--- src/rtl/srs_map.vh ---
// Register map, field layout, reset values and timing constants of the speed reference selector
// Overview of operation
// High-end analog frequency, 0.0 to 1000.0 Hz in 0.1 Hz, default 50.0 Hz.
// Low-end analog frequency, same range and resolution, default 0.0 Hz.
// Each end-point has a bias bit: 0 forward, 1 reverse.
// Reverse enable: 0 never reverse on negative setpoint, 1 reverse at its magnitude. The code reverses a negative segment setpoint at either setting.
// Forward/reverse terminal still inverts the direction produced by the analog curve.
// Reverse disabled: negative mapped setpoints are invalid and give no running frequency.
// Setpoint is linear between signed low end and signed high end.
// Trim memory: 0 discards trim on stop, 1 keeps it for restart.
// Trim unit: 0 gives 0.01 Hz per step, 1 gives 0.1 Hz.
// Trim step is the unit times a multiplier of 1 to 250.
// Segment mode 0 to 5, default 2, picks normal, internal or external modes.
// Modes 4 and 5 behave as if a run command were present.
// Internal mode sequences sixteen speeds: main speed then fifteen segment speeds.
// Software sets the duration of every unused segment to zero to skip it.
// Internal mode uses stored durations and directions only, ignoring terminals.
// Internal mode takes direction and ramp choice from per-segment bits.
// External 16-segment mode decodes four selects; all-off picks main frequency.
// Code 1 picks the first segment frequency, higher codes ascend in order.
// Setpoint is re-evaluated on any select, trim or sample change without restart.
`ifndef SRS_MAP_VH
`define SRS_MAP_VH
`define SRS_OFS_CTRL       6'h00
`define SRS_OFS_TOP        6'h01
`define SRS_OFS_BOTTOM     6'h02
`define SRS_OFS_SEG_DIR    6'h03
`define SRS_OFS_SEG_ACCEL  6'h04
`define SRS_OFS_SEG_DECEL  6'h05
`define SRS_OFS_STATUS     6'h06
`define SRS_OFS_SETPOINT   6'h07
`define SRS_OFS_TRIM       6'h08
`define SRS_OFS_FREQ_BASE  6'h10
`define SRS_OFS_TIME_BASE  6'h20
`define SRS_CTRL_TOP_DIR   0
`define SRS_CTRL_BOT_DIR   1
`define SRS_CTRL_NEG_REV   2
`define SRS_CTRL_TRIM_MEM  3
`define SRS_CTRL_TRIM_UNIT 4
`define SRS_CTRL_MODE_LSB  8
`define SRS_CTRL_MULT_LSB  16
`define SRS_TOP_RESET      14'h01F4
`define SRS_BOTTOM_RESET   14'h0000
`define SRS_FREQ_MAX       14'h2710
`define SRS_MODE_RESET     3'h2
`define SRS_MODE_MAX       3'h5
`define SRS_MULT_RESET     8'h01
`define SRS_MULT_MIN       8'h01
`define SRS_MULT_MAX       8'hFA
`define SRS_MODE_NORMAL    3'h0
`define SRS_MODE_INTERNAL  3'h1
`define SRS_MODE_EXT4      3'h2
`define SRS_MODE_EXT16     3'h3
`define SRS_MODE_EXT4_AUTO 3'h4
`define SRS_MODE_EXT16_AUTO 3'h5
`define SRS_ADC_FULL       13'h0FFF
`define SRS_CLK_HZ         100000000
`define SRS_SEG_TICK_MS    100
`define SRS_SEG_TICK_CYCLES (`SRS_SEG_TICK_MS * (`SRS_CLK_HZ / 1000))
`endif

--- src/rtl/srs_speed_ref.v ---
// Speed reference selector: analog curve, UP/DOWN trim, segment speeds and register slave
//
// Local design decisions: register access over Avalon-MM and the register offsets.
`include "srs_map.vh"
module srs_speed_ref #(
    parameter SW          = 12,
    parameter TICK_CYCLES = `SRS_SEG_TICK_CYCLES
) (
    input  wire          ref_clk,
    input  wire          rst_n,
    input  wire [7:0]    avs_address,
    input  wire          avs_read,
    input  wire          avs_write,
    input  wire [31:0]   avs_writedata,
    input  wire [3:0]    avs_byteenable,
    output reg  [31:0]   avs_readdata,
    output wire          avs_waitrequest,
    input  wire [SW-1:0] analog_sample,
    input  wire          run_cmd,
    input  wire          fwd_rev_cmd,
    input  wire          trim_up,
    input  wire          trim_down,
    input  wire [3:0]    segment_select,
    output reg  [16:0]   freq_mag_q,
    output reg           dir_reverse_q,
    output reg           run_active_q,
    output reg           setpoint_valid_q,
    output reg  [3:0]    seg_index_q,
    output reg           accel_sel_q,
    output reg           decel_sel_q
);
    localparam ST_IDLE = 2'b01;
    localparam ST_RUN  = 2'b10;
    localparam [16:0] FMAX = 17'd100000;

    reg         top_bias_direction_q;
    reg         bottom_bias_direction_q;
    reg         negative_reverse_enable_q;
    reg         trim_memory_select_q;
    reg         trim_unit_select_q;
    reg  [2:0]  segment_mode_select_q;
    reg  [7:0]  trim_multiplier_q;
    reg  [13:0] analog_top_frequency_q;
    reg  [13:0] analog_bottom_frequency_q;
    reg  [15:0] segment_direction_q;
    reg  [15:0] segment_accel_select_q;
    reg  [15:0] segment_decel_select_q;
    reg  [13:0] seg_freq_q [1:15];
    reg  [15:0] seg_time_q [0:15];
    reg  signed [18:0] trim_q;
    reg  signed [18:0] analog_sp_q;
    reg         ack_q;
    reg         run_eff_q;
    reg  [1:0]  state_q;
    reg  [3:0]  step_q;
    reg  [15:0] dwell_q;
    reg  [31:0] tick_cnt_q;
    reg         tick_q;

    // Returns the first segment at or after start, wrapping from 15 to 0, whose duration is non-zero
    function [4:0] first_live;
        input [15:0] live;
        input [3:0]  start;
        integer      k;
        reg   [3:0]  idx;
        reg          found;
        begin
            found = 1'b0;
            idx   = 4'h0;
            for (k = 0; k < 16; k = k + 1) begin
                if (!found && live[4'(start + k[3:0])]) begin
                    found = 1'b1;
                    idx   = 4'(start + k[3:0]);
                end
            end
            first_live = {found, idx};
        end
    endfunction

    // Clamps a written frequency to the settable range
    function [13:0] clamp_freq;
        input [31:0] v;
        begin
            clamp_freq = (v[31:14] != 18'h0 || v[13:0] > `SRS_FREQ_MAX) ? `SRS_FREQ_MAX : v[13:0];
        end
    endfunction

    wire [15:0] live;
    genvar gi;
    generate
        for (gi = 0; gi < 16; gi = gi + 1) begin : g_live
            assign live[gi] = seg_time_q[gi] != 16'h0000;
        end
    endgenerate

    // Register slave
    wire [5:0] widx   = avs_address[7:2];
    wire       wr_go  = avs_write && !ack_q && avs_byteenable == 4'hF;
    wire       is_tab_f = widx[5:4] == 2'b01 && widx[3:0] != 4'h0;
    wire       is_tab_t = widx[5:4] == 2'b10;
    assign avs_waitrequest = (avs_read || avs_write) && !ack_q;

    always @(posedge ref_clk) begin
        if (!rst_n) begin
            ack_q <= 1'b0;
        end else begin
            ack_q <= (avs_read || avs_write) && !ack_q;
        end
    end

    integer i;
    always @(posedge ref_clk) begin
        if (!rst_n) begin
            top_bias_direction_q      <= 1'b0;
            bottom_bias_direction_q   <= 1'b0;
            negative_reverse_enable_q <= 1'b0;
            trim_memory_select_q      <= 1'b0;
            trim_unit_select_q        <= 1'b0;
            segment_mode_select_q     <= `SRS_MODE_RESET;
            trim_multiplier_q         <= `SRS_MULT_RESET;
            analog_top_frequency_q    <= `SRS_TOP_RESET;
            analog_bottom_frequency_q <= `SRS_BOTTOM_RESET;
            segment_direction_q       <= 16'h0000;
            segment_accel_select_q    <= 16'h0000;
            segment_decel_select_q    <= 16'h0000;
            for (i = 1; i < 16; i = i + 1) begin
                seg_freq_q[i] <= 14'h0000;
            end
            for (i = 0; i < 16; i = i + 1) begin
                seg_time_q[i] <= 16'h0000;
            end
        end else if (wr_go) begin
            if (is_tab_f) begin
                seg_freq_q[widx[3:0]] <= clamp_freq(avs_writedata);
            end else if (is_tab_t) begin
                seg_time_q[widx[3:0]] <= avs_writedata[15:0];
            end else begin
                case (widx)
                    `SRS_OFS_CTRL: begin
                        top_bias_direction_q      <= avs_writedata[`SRS_CTRL_TOP_DIR];
                        bottom_bias_direction_q   <= avs_writedata[`SRS_CTRL_BOT_DIR];
                        negative_reverse_enable_q <= avs_writedata[`SRS_CTRL_NEG_REV];
                        trim_memory_select_q      <= avs_writedata[`SRS_CTRL_TRIM_MEM];
                        trim_unit_select_q        <= avs_writedata[`SRS_CTRL_TRIM_UNIT];
                        // Out-of-range mode codes leave the mode unchanged
                        if (avs_writedata[`SRS_CTRL_MODE_LSB+2:`SRS_CTRL_MODE_LSB] <= `SRS_MODE_MAX) begin
                            segment_mode_select_q <= avs_writedata[`SRS_CTRL_MODE_LSB+2:`SRS_CTRL_MODE_LSB];
                        end
                        if (avs_writedata[`SRS_CTRL_MULT_LSB+7:`SRS_CTRL_MULT_LSB] < `SRS_MULT_MIN) begin
                            trim_multiplier_q <= `SRS_MULT_MIN;
                        end else if (avs_writedata[`SRS_CTRL_MULT_LSB+7:`SRS_CTRL_MULT_LSB] > `SRS_MULT_MAX) begin
                            trim_multiplier_q <= `SRS_MULT_MAX;
                        end else begin
                            trim_multiplier_q <= avs_writedata[`SRS_CTRL_MULT_LSB+7:`SRS_CTRL_MULT_LSB];
                        end
                    end
                    `SRS_OFS_TOP:       analog_top_frequency_q    <= clamp_freq(avs_writedata);
                    `SRS_OFS_BOTTOM:    analog_bottom_frequency_q <= clamp_freq(avs_writedata);
                    `SRS_OFS_SEG_DIR:   segment_direction_q       <= avs_writedata[15:0];
                    `SRS_OFS_SEG_ACCEL: segment_accel_select_q    <= avs_writedata[15:0];
                    `SRS_OFS_SEG_DECEL: segment_decel_select_q    <= avs_writedata[15:0];
                    default: ;
                endcase
            end
        end
    end

    always @(posedge ref_clk) begin
        if (!rst_n) begin
            avs_readdata <= 32'h0000_0000;
        end else if (avs_read && !ack_q) begin
            if (is_tab_f) begin
                avs_readdata <= {18'h0, seg_freq_q[widx[3:0]]};
            end else if (is_tab_t) begin
                avs_readdata <= {16'h0, seg_time_q[widx[3:0]]};
            end else begin
                case (widx)
                    `SRS_OFS_CTRL: avs_readdata <= {8'h0, trim_multiplier_q, 5'h0, segment_mode_select_q,
                                                    3'h0, trim_unit_select_q, trim_memory_select_q,
                                                    negative_reverse_enable_q, bottom_bias_direction_q,
                                                    top_bias_direction_q};
                    `SRS_OFS_TOP:       avs_readdata <= {18'h0, analog_top_frequency_q};
                    `SRS_OFS_BOTTOM:    avs_readdata <= {18'h0, analog_bottom_frequency_q};
                    `SRS_OFS_SEG_DIR:   avs_readdata <= {16'h0, segment_direction_q};
                    `SRS_OFS_SEG_ACCEL: avs_readdata <= {16'h0, segment_accel_select_q};
                    `SRS_OFS_SEG_DECEL: avs_readdata <= {16'h0, segment_decel_select_q};
                    `SRS_OFS_STATUS:    avs_readdata <= {24'h0, state_q[1], setpoint_valid_q, dir_reverse_q,
                                                         run_active_q, seg_index_q};
                    `SRS_OFS_SETPOINT:  avs_readdata <= {15'h0, freq_mag_q};
                    `SRS_OFS_TRIM:      avs_readdata <= {{13{trim_q[18]}}, trim_q};
                    default:            avs_readdata <= 32'h0000_0000;
                endcase
            end
        end
    end

    // Analog curve: end-points are scaled to 0.01 Hz and signed by their bias bits
    wire [17:0] top_hund = 18'(analog_top_frequency_q * 4'd10);
    wire [17:0] bot_hund = 18'(analog_bottom_frequency_q * 4'd10);
    wire signed [17:0] top_signed = top_bias_direction_q ? -$signed(top_hund) : $signed(top_hund);
    wire signed [17:0] bot_signed = bottom_bias_direction_q ? -$signed(bot_hund) : $signed(bot_hund);
    wire               interp_busy;
    wire               interp_done;
    wire signed [18:0] interp_result;

    // Runs back to back so a new sample or setting shows by the end of the next conversion
    srs_interp #(.SW(SW)) u_interp (
        .ref_clk  (ref_clk),
        .rst_n    (rst_n),
        .start    (!interp_busy),
        .low_end  (bot_signed),
        .high_end (top_signed),
        .sample   (analog_sample),
        .busy     (interp_busy),
        .done_q   (interp_done),
        .result_q (interp_result)
    );

    always @(posedge ref_clk) begin
        if (!rst_n) begin
            analog_sp_q <= 19'sh0;
        end else if (interp_done) begin
            analog_sp_q <= interp_result;
        end
    end

    // Run and trim
    wire auto_run = segment_mode_select_q == `SRS_MODE_EXT4_AUTO ||
                    segment_mode_select_q == `SRS_MODE_EXT16_AUTO;
    wire run_eff  = run_cmd || auto_run;
    wire [11:0] trim_step = 12'(trim_multiplier_q * (trim_unit_select_q ? 4'd10 : 4'd1));
    wire signed [19:0] trim_up_v = {trim_q[18], trim_q} + $signed({8'h0, trim_step});
    wire signed [19:0] trim_dn_v = {trim_q[18], trim_q} - $signed({8'h0, trim_step});

    always @(posedge ref_clk) begin
        if (!rst_n) begin
            trim_q    <= 19'sh0;
            run_eff_q <= 1'b0;
        end else begin
            run_eff_q <= run_eff;
            if (run_eff_q && !run_eff && !trim_memory_select_q) begin
                trim_q <= 19'sh0;
            end else if (trim_up && !trim_down && trim_up_v <= $signed({3'h0, FMAX})) begin
                trim_q <= trim_up_v[18:0];
            end else if (trim_down && !trim_up && trim_dn_v >= -$signed({3'h0, FMAX})) begin
                trim_q <= trim_dn_v[18:0];
            end
        end
    end

    // Segment time base, one enable pulse per tick
    always @(posedge ref_clk) begin
        if (!rst_n) begin
            tick_cnt_q <= 32'h0000_0000;
            tick_q     <= 1'b0;
        end else begin
            tick_q <= tick_cnt_q == 32'(TICK_CYCLES - 1);
            tick_cnt_q <= (tick_cnt_q == 32'(TICK_CYCLES - 1)) ? 32'h0000_0000 : tick_cnt_q + 32'h0000_0001;
        end
    end

    // Internal sequencer
    wire       internal = segment_mode_select_q == `SRS_MODE_INTERNAL;
    wire [4:0] first_seg = first_live(live, 4'h0);
    wire [4:0] next_seg  = first_live(live, 4'(step_q + 4'h1));

    always @(posedge ref_clk) begin
        if (!rst_n) begin
            state_q <= ST_IDLE;
            step_q  <= 4'h0;
            dwell_q <= 16'h0000;
        end else begin
            case (state_q)
                ST_IDLE: begin
                    if (internal && run_eff && first_seg[4]) begin
                        state_q <= ST_RUN;
                        step_q  <= first_seg[3:0];
                        dwell_q <= 16'h0000;
                    end
                end
                ST_RUN: begin
                    if (!internal || !run_eff || !live[step_q]) begin
                        state_q <= ST_IDLE;
                    end else if (tick_q) begin
                        // Durations come only from stored settings
                        if (dwell_q + 16'h0001 >= seg_time_q[step_q]) begin
                            step_q  <= next_seg[3:0];
                            dwell_q <= 16'h0000;
                        end else begin
                            dwell_q <= dwell_q + 16'h0001;
                        end
                    end
                end
                default: state_q <= ST_IDLE;
            endcase
        end
    end

    // Setpoint selection
    reg  [3:0]         sel_d;
    reg                use_analog_d;
    reg  signed [19:0] raw_d;
    reg                rev_d;
    reg                valid_d;
    reg  [16:0]        mag_d;
    always @* begin
        sel_d        = 4'h0;
        use_analog_d = 1'b0;
        case (segment_mode_select_q)
            `SRS_MODE_INTERNAL:                      sel_d = step_q;
            `SRS_MODE_EXT4, `SRS_MODE_EXT4_AUTO:     sel_d = {2'b00, segment_select[1:0]};
            `SRS_MODE_EXT16, `SRS_MODE_EXT16_AUTO:   sel_d = segment_select;
            default:                                 use_analog_d = 1'b1;
        endcase
        if (use_analog_d || sel_d == 4'h0) begin
            raw_d = {analog_sp_q[18], analog_sp_q} + {trim_q[18], trim_q};
        end else begin
            raw_d = $signed({3'h0, 17'(seg_freq_q[sel_d] * 4'd10)}) + {trim_q[18], trim_q};
        end
        valid_d = 1'b1;
        rev_d   = 1'b0;
        mag_d   = 17'h0_0000;
        if (raw_d < 0) begin
            if (negative_reverse_enable_q || !use_analog_d && sel_d != 4'h0) begin
                rev_d = 1'b1;
                mag_d = (-raw_d > $signed({3'h0, FMAX})) ? FMAX : 17'(-raw_d);
            end else begin
                valid_d = 1'b0;
            end
        end else begin
            mag_d = (raw_d > $signed({3'h0, FMAX})) ? FMAX : raw_d[16:0];
        end
        if (internal) begin
            rev_d = segment_direction_q[step_q];
        end else begin
            rev_d = rev_d ^ fwd_rev_cmd;
        end
    end

    always @(posedge ref_clk) begin
        if (!rst_n) begin
            freq_mag_q       <= 17'h0_0000;
            dir_reverse_q    <= 1'b0;
            run_active_q     <= 1'b0;
            setpoint_valid_q <= 1'b0;
            seg_index_q      <= 4'h0;
            accel_sel_q      <= 1'b0;
            decel_sel_q      <= 1'b0;
        end else begin
            seg_index_q      <= internal ? step_q : sel_d;
            setpoint_valid_q <= valid_d;
            dir_reverse_q    <= rev_d;
            run_active_q     <= internal ? state_q == ST_RUN : run_eff && valid_d;
            freq_mag_q       <= valid_d ? mag_d : 17'h0_0000;
            accel_sel_q      <= internal && segment_accel_select_q[step_q];
            decel_sel_q      <= internal && segment_decel_select_q[step_q];
        end
    end
endmodule // srs_speed_ref

--- src/rtl/srs_interp.v ---
// Linear interpolation between two signed end-points, serial divider
`include "srs_map.vh"
module srs_interp #(
    parameter SW = 12
) (
    input  wire                ref_clk,
    input  wire                rst_n,
    input  wire                start,
    input  wire signed [17:0]  low_end,
    input  wire signed [17:0]  high_end,
    input  wire [SW-1:0]       sample,
    output wire                busy,
    output reg                 done_q,
    output reg  signed [18:0]  result_q
);
    reg  [30:0]        num_q;
    reg  [12:0]        rem_q;
    reg  [4:0]         cnt_q;
    reg                busy_q;
    reg                neg_q;
    reg  signed [17:0] base_q;
    wire signed [18:0] diff = {high_end[17], high_end} - {low_end[17], low_end};
    wire signed [32:0] prod = diff * $signed({1'b0, sample});
    wire [31:0]        mag  = prod[32] ? 32'(-prod) : prod[31:0];
    wire [13:0]        trial = {rem_q, num_q[30]};
    wire               fits  = trial >= {1'b0, `SRS_ADC_FULL};
    // Last quotient bit comes from this cycle's trial
    wire [17:0]        quot  = {num_q[16:0], fits};

    assign busy = busy_q;

    // Division by full scale is done bit-serially to avoid a wide constant divider
    always @(posedge ref_clk) begin
        if (!rst_n) begin
            busy_q   <= 1'b0;
            done_q   <= 1'b0;
            cnt_q    <= 5'h00;
            num_q    <= 31'h0;
            rem_q    <= 13'h0000;
            neg_q    <= 1'b0;
            base_q   <= 18'sh0;
            result_q <= 19'sh0;
        end else begin
            done_q <= 1'b0;
            if (start && !busy_q) begin
                busy_q <= 1'b1;
                cnt_q  <= 5'h1E;
                num_q  <= mag[30:0];
                rem_q  <= 13'h0000;
                neg_q  <= prod[32];
                base_q <= low_end;
            end else if (busy_q) begin
                rem_q <= fits ? 13'(trial - {1'b0, `SRS_ADC_FULL}) : trial[12:0];
                num_q <= {num_q[29:0], fits};
                if (cnt_q == 5'h00) begin
                    busy_q <= 1'b0;
                end else begin
                    cnt_q <= cnt_q - 5'h01;
                end
            end
            if (busy_q && cnt_q == 5'h00) begin
                done_q   <= 1'b1;
                result_q <= neg_q ? 19'({base_q[17], base_q} - $signed({1'b0, quot}))
                                  : 19'({base_q[17], base_q} + $signed({1'b0, quot}));
            end
        end
    end
endmodule // srs_interp

--- config.mk ---
export PLATFORM = sky130hd
export DESIGN_NAME = srs_speed_ref
export DESIGN_NICKNAME = d
export VERILOG_FILES = /design/src/rtl/srs_speed_ref.v /design/src/rtl/srs_interp.v
export VERILOG_INCLUDE_DIRS = /design/src /design/src/rtl
export SDC_FILE = /design/constraint.sdc
export NUM_CORES = 2
export LEC_CHECK = 0
export BUFFER_PORTS_ARGS = -buffer_cell sky130_fd_sc_hd__buf_2
export CAP_MARGIN = 30
export CORE_MARGIN = 3
export CORE_UTILIZATION = 35
export DETAILED_ROUTE_END_ITERATION = 10
export PLACE_DENSITY_LB_ADDON = 0.15
export RECOVER_POWER = 25
export SKIP_LAST_GASP = 1
export SYNTH_ARGS = -nofsm -noshare
export SYNTH_HDL_FRONTEND = slang
export SYNTH_SLANG_ARGS = --single-unit
--- constraint.sdc ---
create_clock -name ref_clk -period 26.1 [get_ports ref_clk]
set_clock_uncertainty 0.15 [all_clocks]
set_input_delay 1.305 -clock ref_clk [delete_from_list [all_inputs] [get_ports ref_clk]]
set_output_delay 1.305 -clock ref_clk [all_outputs]
set_load 0.02 [all_outputs]
-- After elaboration in Yosys (flattened, before gate mapping)
Memories as Yosys holds them, arrays and structs flattened. A register that Yosys moved wholly into a read port is not among the register bits.
Index checks and enable logic that the tools add are counted.
- multiplexer cells: 166
- multipliers: 5
- add/subtract/negate cells: 31
- bitwise gates (word level): 4
- reduce and logical (&&, ||, !) cells: 136
- order comparisons: 28
- equal/unequal tests: 25
- operators with widths (kind ; number):
    32-bit case mux with 9 select lines ; 1
    16-bit nonzero test ; 16
    4-bit two-way mux ; 40
    4-bit by 5-bit < comparator with 1-bit output, second input constant ; 17
    1-bit binary-select mux with 4-bit select ; 20
    16-bit two-way mux ; 5
    1-bit two-way mux ; 73
    17-bit two-way mux ; 4
    32-bit two-way mux ; 2
    31-bit two-way mux ; 2
    19-bit two-way mux ; 3
    1-bit logical AND ; 48
    20-bit by 18-bit greater-than comparator with 1-bit output, second input constant ; 2
    1-bit zero test ; 37
    18-bit two-way mux ; 2
    18-bit negation ; 2
    14-bit by 3-bit multiplier with 17-bit output, second input constant ; 2
    32-bit by 1-bit adder with 32-bit output, second input constant ; 1
    4-bit adder, second input constant ; 8
    32-bit by 24-bit equality test with 1-bit output, second input constant ; 1
    19-bit by 13-bit multiplier with 32-bit output ; 1
    16-bit case mux with 2 select lines ; 1
    31-bit negation ; 1
    14-bit two-way mux ; 2
    other kinds (60) ; 104
- memories kept: 2
- bits in writable memories: 466
- register bits: 334
- input bits: 68
- memory list (name ; depth ; bits a word ; read ports ; clocked after memory_dff ; write ports ; line ; source):
    seg_time_q ; 16 ; 16 ; 18 ; 1 ; 16 ; srs_speed_ref.v:49 ; reg [15:0] seg_time_q [0:15];
    seg_freq_q ; 15 ; 14 ; 2 ; 0 ; 15 ; srs_speed_ref.v:48 ; reg [13:0] seg_freq_q [1:15];

-- Longest topological paths before layout
An unclocked memory read counts as a cell.
- word-level depth: 56
- mapped depth: 46

-- Hierarchy
A second synthesis with hierarchy kept.
- cell total of the unflattened synthesis: 6458
- area, all modules: 62437.4 µm²
- modules (own cells, without submodules) (module ; times used ; area an instance (µm²) ; cells each):
    srs_speed_ref ; 1 ; 46961.3 ; 4553
    srs_interp ; 1 ; 15476.1 ; 1905

-- Worst setup path before layout
OpenSTA, ideal clock, no wires.
- path type: reg-to-reg
- from: reg analog_bottom_frequency_q[1]
- to: reg u_interp.num_q[24]
- setup slack: 15600 ps
- library setup time: 91 ps
- required time: 25859 ps
- arrival time: 10259 ps
- cell stages (with the launch flop): 43
- cells stage by stage: dfxtp_1 > ha_1 > ha_1 > fa_1 > nor3_1 > nand2_1 > or3_1 > or3_1 > or3b_2 > or3_1 > nand2_1 > xor2_1 > ha_1 > or3_1 > nor3_1 > o41ai_1 > a21oi_1 > xnor2_1 > [... 7 more ...] > fa_1 > inv_1 > fa_1 > inv_1 > ha_1 > clkbuf_1 > a21o_1 > a21o_1 > a21o_1 > a21oi_1 > o21ai_1 > a211o_1 > a31oi_1 > xnor2_1 > clkbuf_1 > buf_1 > o21ai_0 > a311oi_1
- longest elaborated chain between the ends: 8
- ends and longest elaborated chain (what ; line ; source):
    start, declared ; srs_speed_ref.v:44 ; reg [13:0] analog_bottom_frequency_q;
    start signal, assigned ; srs_speed_ref.v:122 ; analog_bottom_frequency_q <= `SRS_BOTTOM_RESET;
    start signal, assigned ; srs_speed_ref.v:158 ; `SRS_OFS_BOTTOM: analog_bottom_frequency_q <= clamp_freq(avs_writedata);
    14-bit by 3-bit multiplier with 17-bit output * ; srs_speed_ref.v:199 ; wire [17:0] bot_hund = 18'(analog_bottom_frequency_q * 4'd10);
    18-bit negation ; srs_speed_ref.v:201 ; wire signed [17:0] bot_signed = bottom_bias_direction_q ? -$signed(bot_hund) : $signed(bot_hund);
    18-bit two-way mux * ; srs_speed_ref.v:201 ;
    18-bit by 18-bit subtractor with 19-bit output * ; srs_interp.v:22 ; wire signed [18:0] diff = {high_end[17], high_end} - {low_end[17], low_end};
    19-bit by 13-bit multiplier with 32-bit output * ; srs_interp.v:23 ; wire signed [32:0] prod = diff * $signed({1'b0, sample});
    31-bit negation ; srs_interp.v:24 ; wire [31:0] mag = prod[32] ? 32'(-prod) : prod[31:0];
    31-bit two-way mux * ; srs_interp.v:24 ;
    31-bit two-way mux * ; srs_interp.v:45 ; if (start && !busy_q) begin
    end signal, assigned ; srs_interp.v:48 ; num_q <= mag[30:0];
    end signal, assigned ; srs_interp.v:54 ; num_q <= {num_q[29:0], fits};
    end, declared ; srs_interp.v:16 ; reg [30:0] num_q;
Every way passes the cells marked *; elsewhere a longest branch is shown, timed or not.
A chain may end at the register's enable or synchronous reset.

-- Worst setup path in the final report
- from: in avs_address[2]
- to: reg avs_readdata[1]
- longest elaborated chain between the ends: 4
- ends and longest elaborated chain (what ; line ; source):
    start, declared ; srs_speed_ref.v:11 ; input wire [7:0] avs_address,
    6-bit by 4-bit equality test with 1-bit output (tied with other cells) ; srs_speed_ref.v:177 ; case (widx)
    32-bit case mux with 9 select lines ; srs_speed_ref.v:177 ;
    32-bit two-way mux ; srs_speed_ref.v:174 ; end else if (is_tab_t) begin
    32-bit two-way mux * ; srs_speed_ref.v:172 ; if (is_tab_f) begin
    end signal, assigned ; srs_speed_ref.v:173 ; avs_readdata <= {18'h0, seg_freq_q[widx[3:0]]};
    end signal, assigned ; srs_speed_ref.v:175 ; avs_readdata <= {16'h0, seg_time_q[widx[3:0]]};
    end signal, assigned ; srs_speed_ref.v:178 ; `SRS_OFS_CTRL: avs_readdata <= {8'h0, trim_multiplier_q, 5'h0, segment_mode_select_q,
    end, declared ; srs_speed_ref.v:16 ; output reg [31:0] avs_readdata,
Marks and branches as above.

==> results_dict.tcl <==
set metrics [dict create \
    status "complete, but fails checks" \
    violations "capacitance limit, slew limit" \
    synth.distinct_cells 111 \
    clk_pin_slew_worst_paths_ns 0.05 \
    postCtsHoldBufs 0 \
    combPwrFrac 0.311 \
    postRouteAntennaNets 0 \
    p_switching_mw 1.53 \
    clkPwrFrac 0.332 \
    synth_top_family_by_area "simple AND/OR/NAND/NOR gates" \
    synth-compound-area-share 0.114 \
    die_w_um 421 \
    cp-start-kind "primary input" \
    wl_per_cell_um 24.5 \
    grt_pass1_vias 46661 \
    numCtsBuffers 95 \
    setup_violations 0 \
    cts_root_buf "clkbuf_16" \
    worstMarginPinSlew_ns 7.92 \
    end_kind "flip-flop" \
    ys.flop_type "edfxtp_1" \
    synth_top_area_frac 0.239 \
    drv_slew 394 \
    gr-total-overflow 0 \
    crit_fanout 91 \
    finalPower_mw 4.27 \
    track_usage 0.233 \
    synth_common_cells "nand2_1, nor2_1, edfxtp_1" \
    synth_edf_count 480 \
    vias 48327 \
    ys_warn_count 0 \
    clock-sinks 810 \
    fmax_mhz 82.6 \
    synthXorXnorAreaFrac 0.0383 \
    synth_area_leaders "edfxtp_1, dfxtp_1, mux4_2" \
    grt_pass1_wl_mm 313 \
    critical_path_arrival_ns 12.48 \
    synth_fa_ha_area_frac 0.130 \
    first_pass_iters 8 \
    path_cells "clkbuf_1 > clkbuf_1 > mux4_2 > mux4_2 > nand2_1 > nand4_1 > o211ai_1 > a21oi_1" \
    num_io_pins 127 \
    crit_slowest_cell "clkbuf_1" \
    syn_area_per_cell_um2 9.69 \
    crit_type "in2reg" \
    detailedPlace.worstSlack_ns 14.43 \
    post_cts_buffers 0 \
    dp_hpwl_mm 154 \
    slowest_delay_ns 5.71 \
    hold_path_class "reg2reg" \
    synth_mux_area_frac 0.117 \
    dieArea_um2 177000 \
    final_nets 6793 \
    seq_area_frac_synth 0.349 \
    core_um2 170000 \
    yosys.area.top_type "edfxtp_1" \
    std_cell_rows 151 \
    setup_slack_ns 14.00 \
    netSwitchingFraction 0.358 \
    viasPerCell 5.62 \
    routed_wl_mm 211 \
    fin_util 0.392 \
    drtIter0Drc 4463 \
    hold_violations 0 \
    crit_required_ns 26.48 \
    drc 0 \
    syn2layout_area_growth_pct 10.6 \
    async_flop_share 0 \
    cts_tree "built" \
    antenna_found_initial 8 \
    internal-power_mw 2.74 \
    pwr-share-seq 0.357 \
    cts_resized 0 \
    power.density_nw_per_um2 64.0 \
    cellLeakagePower_nw 25.8 \
    postSynthCellCount 6224 \
    peakVddDrop_mv 0.0547 \
    synth.most_common_cell "nand2_1" \
    grt_max_degree 92 \
    rsz0062_at_grt "false" \
    synth-seq-cells 810 \
    drv_cap 10 \
    insertion_delay_ns 0.76 \
    cts.htree.levels 3 \
    maxSlewHeadroom -4.28 \
    start_util 0.354 \
    clockBufferDepth 3 \
    place.gp.congestion 0.902 \
    tns_ns 0 \
    synthesis.area_um2 60300 \
    period_share 0.464 \
    dieHeight_um 421 \
    layout-drive-gt1-share 0.113 \
    portBuffers 124 \
    timing.final.crit_period_ns 12.10 \
    synth_simple_gate_area_share 0.201 \
]
==> metal layers <==
| metal | global-route usage | up-vias | part of all wire |
|---|---|---|---|
| met2 | 0.374 | 1593 | 0.47 |
| met5 | 0 | - | 0 |
| li1 | - | 22211 | - |
| met3 | 0.0319 | 326 | 0.058 |
| met1 | 0.319 | 24197 | 0.44 |
| met4 | 0.0895 | 0 | 0.041 |
==> registers in the layout (all words and copies together), names as in the netlist, 16 cells and up, named ones only <==
register	flops
seg_freq_q	224
u_interp.result_q	19
segment_accel_select_q	16
u_interp.base_q	17
u_interp.num_q	31
avs_readdata	25
segment_direction_q	16
segment_decel_select_q	16
seg_time_q	256
dwell_q	16
trim_q	19
freq_mag_q	17
tick_cnt_q	32
analog_sp_q	19
==> worst max-delay path, delay by kind of cell <==
kind / cells / cell delay [ns]
buffers and inverters: 2 / 8.20
and+or+nand+nor: 2 / 0.62
AOI/OAI and AO/OA: 2 / 0.49
muxes: 2 / 1.64
==> logic make-up (layout without fill, tap and decap cells) <==
kind of cell             Yosys count  count (layout)
AO/OA/AOI/OAI                   1055            1055
XOR/XNOR                         263             263
adder cells (fa/ha/maj)          499             499
buffers and inverters            795             865
flip-flops                       810             810
multiplexers                     339             339
other                              2              19
AND/OR/NAND/NOR                 2461            2461
==> metrics by stage <==
stage	hold WS, ns	cell area (um^2)	std cells
2_1_floorplan	0.275	60300	6239
3_3_place_gp	0.291	63400	8411
3_5_place_dp	0.294	63600	8421
4_1_cts	0.308	66900	8601
5_1_grt	0.335	66700	8605
6_report	0.305	66700	8606
==> power by group through the flow <==
stage	Combinational, mW	Sequential [mW]	Clock (mW)
finish	1.33	1.52	1.42
global route	1.47	1.53	1.49
CTS	1.32	1.52	1.44
detailed placement	1.32	1.55	0
global placement	1.31	1.55	0
floorplan	0.962	1.50	0
==> layout by cell type, fill, tap and decap left out, drive strengths merged, types with 46 or more instances in the layout <==
cell type	count
a211oi	59
a21o	46
a21oi	342
a31oi	69
and2	385
and3	71
buf	178
clkbuf	203
dfxtp	330
edfxtp	480
fa	211
ha	288
inv	427
mux2i	46
mux4	289
nand2	752
nand2b	49
nand3	131
nand4	57
nor2	620
nor2b	69
nor3	89
nor4	96
o21ai	163
xnor2	159
xor2	104
==> area by class of cell <==
class                      count  area, um^2
multi-input combinational   4634       36300
tap                         2295        2870
timing repair buffer         260        1550
fill                       16838      104000
clock buffer                 121        2630
antenna                        2        5.00
clock inverter                59         698
inverter                     425        1600
sequential                   810       21000
==> final timing paths <==
path | from | to | slack (ns) | cells after the start
worst max register to register | analog_bottom_frequency_q[1] | u_interp.num_q[12] | 14.44 | 41
worst max-delay path | avs_address[2] | avs_readdata[1] | 14.00 | 8
worst min register to register | u_interp.num_q[27] | u_interp.num_q[28] | 0.31 | 1
worst min-delay path | u_interp.num_q[27] | u_interp.num_q[28] | 0.31 | 1
(Power assumes the default switching activity.)
